**src/core/host_port_pkg.sv**
```systemverilog
// shared constants and types for the parallel host port bus control
package host_port_pkg;
    localparam int DATA_W = 8;
    localparam int PIN_W = 4;
    localparam int BUF_DEPTH = 2;
    // general-purpose line number carried by control pin index 0
    localparam int GPIO_LINE_FIRST = 11;
    // control pin indices, in general-purpose line order 11..14
    localparam int PIN_DIR_SEL = 0;
    localparam int PIN_STROBE = 1;
    localparam int PIN_REQUEST = 2;
    localparam int PIN_ACK = 3;
    localparam logic STROBE_ACTIVE = 1'h0;
    localparam logic ACK_ACTIVE = 1'h0;
    localparam logic DIR_READ = 1'h1;
    localparam logic REQ_PULL_LEVEL = 1'h0;
    // pulled-up idle level of the control pins, used as synchroniser reset
    localparam logic [PIN_W-1:0] PIN_IDLE = 4'hF;
    localparam logic [PIN_W-1:0] PIN_OE_RESET = 4'h0;
    localparam logic [PIN_W-1:0] PIN_OUT_RESET = 4'h0;
    localparam logic [DATA_W-1:0] DATA_RESET = 8'h00;

    typedef enum logic [1:0] {
        ACC_IDLE = 2'h0,
        ACC_READ = 2'h1,
        ACC_WRITE = 2'h3,
        ACC_ACK = 2'h2
    } access_state_e;
endpackage

```
**src/core/pin_sync.sv**
```systemverilog
// two flip-flop synchroniser for pin inputs
`timescale 1ns/1ns
module pin_sync #(
    parameter int WIDTH = 1,
    parameter logic [WIDTH-1:0] RST_VAL = '0
) (
    input wire logic clk_i,
    input wire logic rst_n_i,
    input wire logic [WIDTH-1:0] d_i,
    output logic [WIDTH-1:0] q_o
);
    logic [WIDTH-1:0] meta_q;

    always_ff @(posedge clk_i or negedge rst_n_i)
    begin
        if (!rst_n_i)
        begin
            meta_q <= RST_VAL;
            q_o <= RST_VAL;
        end
        else
        begin
            meta_q <= d_i;
            q_o <= meta_q;
        end
    end
endmodule

```
**src/core/word_buffer.sv**
```systemverilog
// small shifting word buffer with valid/ready on both sides
`timescale 1ns/1ns
module word_buffer #(
    parameter int WIDTH = 8,
    parameter int DEPTH = 2
) (
    input wire logic clk_i,
    input wire logic rst_n_i,
    input wire logic in_valid_i,
    output logic in_ready_o,
    input wire logic [WIDTH-1:0] in_data_i,
    output logic out_valid_o,
    input wire logic out_ready_i,
    output logic [WIDTH-1:0] out_data_o
);
    localparam int CW = $clog2(DEPTH + 1);
    logic [CW-1:0] count_q;
    logic [CW-1:0] count_d;
    logic [WIDTH-1:0] mem_q [DEPTH];
    logic push;
    logic pop;

    assign out_data_o = mem_q[0];
    assign pop = out_valid_o && out_ready_i;
    // a pop in the same cycle frees the slot, so a full buffer still accepts
    assign in_ready_o = (count_q != CW'(DEPTH)) || pop;
    assign push = in_valid_i && in_ready_o;
    assign count_d = count_q + CW'(push) - CW'(pop);

    // valid kept in its own flop so the consumer sees a registered flag
    always_ff @(posedge clk_i or negedge rst_n_i)
    begin
        if (!rst_n_i)
        begin
            count_q <= '0;
            out_valid_o <= 1'h0;
        end
        else
        begin
            count_q <= count_d;
            out_valid_o <= (count_d != '0);
        end
    end

    for (genvar i = 0; i < DEPTH; i++)
    begin : g_entry
        logic [WIDTH-1:0] above;
        if (i < DEPTH - 1)
        begin : g_mid
            assign above = mem_q[i+1];
        end
        else
        begin : g_top
            assign above = '0;
        end
        always_ff @(posedge clk_i or negedge rst_n_i)
        begin
            if (!rst_n_i)
                mem_q[i] <= '0;
            else if (pop)
                mem_q[i] <= (push && count_q == CW'(i + 1)) ? in_data_i : above;
            else if (push && count_q == CW'(i))
                mem_q[i] <= in_data_i;
        end
    end
endmodule

```
**src/core/host_port_bus_control.sv**
```systemverilog
// bus control of the 8-bit parallel host port with general-purpose fallback
`timescale 1ns/1ns
module host_port_bus_control #(
    parameter int DATA_W = host_port_pkg::DATA_W,
    parameter int BUF_DEPTH = host_port_pkg::BUF_DEPTH
) (
    input wire logic mclk_i,
    input wire logic rst_n_i,
    input wire logic host_port_sel_i,
    input wire logic [host_port_pkg::PIN_W-1:0] ctl_pin_i,
    output logic [host_port_pkg::PIN_W-1:0] ctl_pin_o,
    output logic [host_port_pkg::PIN_W-1:0] ctl_pin_oe_o,
    input wire logic [DATA_W-1:0] host_data_lines_i,
    output logic [DATA_W-1:0] host_data_lines_o,
    output logic host_data_lines_oe_o,
    input wire logic svc_req_i,
    input wire logic ack_dma_mode_i,
    input wire logic [DATA_W-1:0] rd_data_i,
    output logic rd_done_o,
    output logic wr_valid_o,
    input wire logic wr_ready_i,
    output logic [DATA_W-1:0] wr_data_o,
    output logic dma_ack_o,
    output logic int_ack_o,
    input wire logic [host_port_pkg::PIN_W-1:0] gpio_dir_i,
    input wire logic [host_port_pkg::PIN_W-1:0] gpio_out_i,
    output logic [host_port_pkg::PIN_W-1:0] gpio_in_o
);
    localparam int PW = host_port_pkg::PIN_W;

    logic [PW-1:0] pin_s;
    logic [DATA_W-1:0] data_s;
    logic [DATA_W-1:0] data_prev_q;
    logic strobe_act;
    logic ack_act;
    logic dir_read;
    logic req_q;
    logic buf_ready;
    logic push;
    host_port_pkg::access_state_e state_q;
    host_port_pkg::access_state_e state_d;

    pin_sync #(
        .WIDTH(PW),
        .RST_VAL(host_port_pkg::PIN_IDLE)
    ) u_pin_sync (
        .clk_i(mclk_i),
        .rst_n_i(rst_n_i),
        .d_i(ctl_pin_i),
        .q_o(pin_s)
    );

    pin_sync #(
        .WIDTH(DATA_W),
        .RST_VAL(DATA_W'(host_port_pkg::DATA_RESET))
    ) u_data_sync (
        .clk_i(mclk_i),
        .rst_n_i(rst_n_i),
        .d_i(host_data_lines_i),
        .q_o(data_s)
    );

    assign strobe_act = (pin_s[host_port_pkg::PIN_STROBE] == host_port_pkg::STROBE_ACTIVE);
    assign ack_act = (pin_s[host_port_pkg::PIN_ACK] == host_port_pkg::ACK_ACTIVE);
    assign dir_read = (pin_s[host_port_pkg::PIN_DIR_SEL] == host_port_pkg::DIR_READ);

    // direction is sampled at strobe entry only; host keeps it steady
    // strobe outranks a pending acknowledge so a host access is never lost
    always_comb
    begin
        state_d = host_port_pkg::ACC_IDLE;
        case (state_q)
            host_port_pkg::ACC_IDLE,
            host_port_pkg::ACC_ACK:
            begin
                if (!host_port_sel_i)
                    state_d = host_port_pkg::ACC_IDLE;
                else if (strobe_act)
                    state_d = dir_read ? host_port_pkg::ACC_READ : host_port_pkg::ACC_WRITE;
                else if (ack_act && req_q)
                    state_d = host_port_pkg::ACC_ACK;
            end
            host_port_pkg::ACC_READ,
            host_port_pkg::ACC_WRITE:
            begin
                if (host_port_sel_i && strobe_act)
                    state_d = state_q;
            end
            default: state_d = host_port_pkg::ACC_IDLE;
        endcase
    end

    always_ff @(posedge mclk_i or negedge rst_n_i)
    begin
        if (!rst_n_i)
            state_q <= host_port_pkg::ACC_IDLE;
        else
            state_q <= state_d;
    end

    // data lines driven only for a read or an acknowledged request
    always_ff @(posedge mclk_i or negedge rst_n_i)
    begin
        if (!rst_n_i)
            host_data_lines_oe_o <= 1'h0;
        else
            host_data_lines_oe_o <= (state_d == host_port_pkg::ACC_READ)
                || (state_d == host_port_pkg::ACC_ACK);
    end

    // output word frozen while driven so the host sees stable data
    always_ff @(posedge mclk_i or negedge rst_n_i)
    begin
        if (!rst_n_i)
            host_data_lines_o <= DATA_W'(host_port_pkg::DATA_RESET);
        else if (state_q == host_port_pkg::ACC_IDLE)
            host_data_lines_o <= rd_data_i;
    end

    always_ff @(posedge mclk_i or negedge rst_n_i)
    begin
        if (!rst_n_i)
            rd_done_o <= 1'h0;
        else
            rd_done_o <= (state_q == host_port_pkg::ACC_READ)
                && (state_d != host_port_pkg::ACC_READ);
    end

    // last sample taken while the strobe was still low
    always_ff @(posedge mclk_i or negedge rst_n_i)
    begin
        if (!rst_n_i)
            data_prev_q <= DATA_W'(host_port_pkg::DATA_RESET);
        else
            data_prev_q <= data_s;
    end

    // capture at the strobe's rising edge, input only during writes
    assign push = (state_q == host_port_pkg::ACC_WRITE) && !strobe_act;

    word_buffer #(
        .WIDTH(DATA_W),
        .DEPTH(BUF_DEPTH)
    ) u_wr_buf (
        .clk_i(mclk_i),
        .rst_n_i(rst_n_i),
        .in_valid_i(push),
        .in_ready_o(buf_ready),
        .in_data_i(data_prev_q),
        .out_valid_o(wr_valid_o),
        .out_ready_i(wr_ready_i),
        .out_data_o(wr_data_o)
    );

    // acknowledge role chosen by mode: DMA handshake or interrupt cycle
    always_ff @(posedge mclk_i or negedge rst_n_i)
    begin
        if (!rst_n_i)
        begin
            dma_ack_o <= 1'h0;
            int_ack_o <= 1'h0;
        end
        else
        begin
            dma_ack_o <= (state_q != host_port_pkg::ACC_ACK)
                && (state_d == host_port_pkg::ACC_ACK) && ack_dma_mode_i;
            int_ack_o <= (state_q != host_port_pkg::ACC_ACK)
                && (state_d == host_port_pkg::ACC_ACK) && !ack_dma_mode_i;
        end
    end

    // request withheld while the write buffer is full and not popped that cycle, so the host holds off
    always_ff @(posedge mclk_i or negedge rst_n_i)
    begin
        if (!rst_n_i)
            req_q <= 1'h0;
        else
            req_q <= svc_req_i && buf_ready;
    end

    // pin function select; all pins undriven under reset
    always_ff @(posedge mclk_i or negedge rst_n_i)
    begin
        if (!rst_n_i)
        begin
            ctl_pin_oe_o <= host_port_pkg::PIN_OE_RESET;
            ctl_pin_o <= host_port_pkg::PIN_OUT_RESET;
        end
        else if (host_port_sel_i)
        begin
            // open drain: only ever pulls low, pull-up gives idle high
            ctl_pin_oe_o <= PW'(req_q) << host_port_pkg::PIN_REQUEST;
            ctl_pin_o <= {PW{host_port_pkg::REQ_PULL_LEVEL}};
        end
        else
        begin
            // plain push-pull general-purpose drive, line 13 included
            ctl_pin_oe_o <= gpio_dir_i;
            ctl_pin_o <= gpio_out_i;
        end
    end

    assign gpio_in_o = pin_s;
endmodule

```
**config.mk**
```make
export PLATFORM = sky130hd
export DESIGN_NAME = host_port_bus_control
export DESIGN_NICKNAME = d
export VERILOG_FILES = /design/src/core/host_port_pkg.sv /design/src/core/pin_sync.sv /design/src/core/word_buffer.sv /design/src/core/host_port_bus_control.sv
export SDC_FILE = /design/constraint.sdc
export NUM_CORES = 1
export LEC_CHECK = 0
export BUFFER_PORTS_ARGS = -buffer_cell sky130_fd_sc_hd__buf_4
export CORE_UTILIZATION = 55
export DETAILED_ROUTE_END_ITERATION = 7
export GPL_TIMING_DRIVEN = 0
export PLACE_DENSITY = 0.89
export SLEW_MARGIN = 20
export SYNTH_ARGS = -nofsm -noshare
export SYNTH_HDL_FRONTEND = slang
export SYNTH_SLANG_ARGS = --single-unit
```
**constraint.sdc**
```tcl
create_clock -name mclk_i -period 5.8 [get_ports mclk_i]
set_clock_uncertainty 0.2 [all_clocks]
set_input_delay 0.58 -clock mclk_i [delete_from_list [all_inputs] [get_ports mclk_i]]
set_output_delay 0.58 -clock mclk_i [all_outputs]
set_load 0.005 [all_outputs]
```
==> results_dict.tcl <==
set metrics [dict create \
    outcome "finished, final reports clean" \
    fin_crit_sh_pct 40.9 \
    grt.overflow.total 0 \
    holdWs_ns 0.121 \
    max_stage_delay_ns 0.43 \
    setup_ws_ns 3.43 \
    clock-sinks 74 \
    slowest_stage "dfrtp_1" \
    grt.total_usage_pct 21.7 \
    synthCells 224 \
    postCtsSetupRepairBufs 0 \
    async_flop_share_pct 100 \
    arrival_ns 2.42 \
    p_sw_w 0.000456 \
    rr_worst_depth 7 \
    r2r_slack_ns 3.43 \
    cts_buffer_depth 2 \
    slew_headroom_pct 42.3 \
    pre_cts_slack_ns 3.21 \
    drtAntennaViolNets 0 \
    ys.flop_type "dfrtp_1" \
    num-nets-final 338 \
    die_h_um 74.4 \
    io_pins 67 \
    setup_viol 0 \
    core_um2 5070 \
    clkPwrFrac_pct 25.0 \
    rr_startpoint "u_wr_buf.out_valid_o" \
    routed-via-count 2054 \
    max_freq_mhz 421 \
    synth-seq-cells 74 \
    drc_errors 0 \
    wire_per_inst_um 14.4 \
    n_fill_cell 355 \
    rsz0062_at_grt "no" \
    slew_violations 0 \
    cts_hold_buf 0 \
    cp-start-kind "register" \
    pwr-share-comb_pct 27.9 \
    cts_tree "done" \
    dr.pass1.iters 6 \
    drive_above_1_share_pct 37.3 \
    h-tree-depth 3 \
    dpl.cell_count 360 \
    layout_min_cycle_time_ns 2.37 \
    tightestPinTransition_ns 0.866 \
    r2r_end "u_wr_buf.out_valid_o" \
    synth.distinct_cells 40 \
    diodes 0 \
    hold_class "input pin to async pin" \
    first_global_vias 1822 \
    areaGrowthSynthToFinish_pct 26.4 \
    crit_path_max_fanout 10 \
    synth_edf_count 0 \
    dp_hpwl_um 3560 \
    antenna_found_initial 0 \
    ctsResizeCount 0 \
    worst_ir_drop_vdd_mv 0.254 \
    port_buffers 66 \
    cp_cell_sequence "buf_6, nand2_2, inv_1, ha_1, nand4b_1, or3_1, a31o_2" \
    timing_hold_violations_final 0 \
    grt_pass1_wl_um 8650 \
    vias_per_cell 5.46 \
    fin_cells 376 \
    cts_buffers 9 \
    fp.dieW_um 74.4 \
    rows 26 \
    synth_area_um2 2890 \
    grt_max_degree 75 \
    p_seq_share_pct 47.1 \
    initial_core_util_pct 56.9 \
    final.setup.tns_ns 0 \
    internal-power_w 0.000970 \
    path_class "register to register" \
    clockRootBuffer "clkbuf_8" \
    power_w 0.00143 \
    maxCapViolations 0 \
    most-common-layout-cells "66 x dfrtp_1, 66 x buf_4, 31 x inv_1" \
    critPathRequiredTime_ns 5.84 \
    yosysSeqAreaShare_pct 64.5 \
    power.density_nw_per_um2 391 \
    gp_routability_congestion 0.820 \
    ys_warn_count 0 \
    die_area_um2 5540 \
    swShare_pct 32.0 \
    drt_iter0_drc 203 \
    end_kind "register" \
    wirelength_um 5410 \
    leakage_nw 1.76 \
    avgSynthCellArea_um2 12.9 \
    insertion_delay_ns 0.35 \
    clkTransAtPathRegs_ns 0.08 \
    synth_fp_nets 261 \
]
state kept, by name, summed over array words and instances, names as in the netlist:
name and count:
data_prev_q 8, host_data_lines_o 8, u_data_sync.meta_q 8, u_data_sync.q_o 8, u_wr_buf.g_entry.above 8, u_wr_buf.out_data_o 8
ctl_pin_o 4, ctl_pin_oe_o 4, u_pin_sync.meta_q 4, u_pin_sync.q_o 4, state_q 2, u_wr_buf.count_q 2
dma_ack_o 1, host_data_lines_oe_o 1, int_ack_o 1, rd_done_o 1, req_q 1, u_wr_buf.out_valid_o 1
cell usage after synthesis (3+ instances only):
cell type | instances | area, µm²
a21oi_1 | 3 | 15.0
a222oi_1 | 8 | 80.1
a2bb2oi_1 | 8 | 70.1
a31oi_1 | 3 | 18.8
buf_6 | 4 | 45.0
clkbuf_8 | 3 | 41.3
dfrtp_1 | 66 | 1650
dfstp_2 | 8 | 210
ha_1 | 3 | 37.5
inv_1 | 31 | 116
mux2_2 | 9 | 101
nand2_1 | 10 | 37.5
nand3_1 | 10 | 50.1
nand4_1 | 8 | 50.1
nor2_1 | 4 | 15.0
nor2b_1 | 10 | 62.6
o21ai_0 | 3 | 15.0
o221ai_1 | 8 | 70.1
metrics by stage:
| stage | utilization (%) | area (µm²) |
|---|---|---|
| after CTS | 71.9 | 3650 |
| final | 71.9 | 3650 |
| after global placement | 68.4 | 3470 |
| after detailed placement | 68.4 | 3470 |
| after global routing | 71.9 | 3650 |
| after floorplan | - | 2890 |
worst max-delay path by stage:
| stage | startpoint | to | slack [ns] |
|---|---|---|---|
| finish | u_wr_buf.out_valid_o | u_wr_buf.out_valid_o | 3.43 |
| CTS | u_wr_buf.out_valid_o | u_wr_buf.out_valid_o | 3.45 |
| detailed placement | wr_ready_i | u_wr_buf.out_valid_o | 3.21 |
| global route | u_wr_buf.out_valid_o | u_wr_buf.out_valid_o | 3.32 |
| global placement | wr_ready_i | u_wr_buf.out_valid_o | 3.24 |
| floorplan | wr_ready_i | u_wr_buf.out_valid_o | 3.49 |
logic make-up after synthesis:
family | share of synthesized area, %
flip-flops | 64.5
XOR/XNOR | 0.303
multiplexers | 3.86
buffers and inverters | 7.72
AO/OA/AOI/OAI | 11.4
AND/OR/NAND/NOR | 11.0
adder cells (fa/ha/maj) | 1.30
power groups by stage:
stage                     Combinational (W)  Clock, W  Sequential (W)
final                              0.000398  0.000356        0.000672
after global routing               0.000442  0.000383        0.000683
after CTS                          0.000398  0.000364        0.000671
after detailed placement           0.000395         0        0.000681
after global placement             0.000379         0        0.000674
after floorplan                    0.000243         0        0.000673
cell type report:
cell class / count / area [µm²] / share of cell area, %
inverters: 31 / 116 / 3.19
repair buffers: 66 / 495 / 13.6
clock buffers: 9 / 124 / 3.39
clock inverters: 7 / 56.3 / 1.54
multi-input cells: 107 / 802 / 22.0
plain buffers: 12 / 106 / 2.91
well taps: 70 / 87.6 / 2.40
flip-flops and latches: 74 / 1860 / 51.0
critical path, delay by kind of cell (launching register included):
| kind | cells | cell delay, ns |
|---|---|---|
| flops | 1 | 0.43 |
| buf+inv | 2 | 0.25 |
| simple gates | 3 | 0.79 |
| compound gates | 1 | 0.26 |
| fa+ha+maj | 1 | 0.35 |
per-layer routing:
metal,vias up,GRT usage (%),routed length [µm]
met5,-,0,0
met4,0,9.85,131
met3,13,7.45,411
met2,99,34.1,2690
met1,1001,27.2,2170
li1,941,-,-
(Power assumes the default switching activity.)
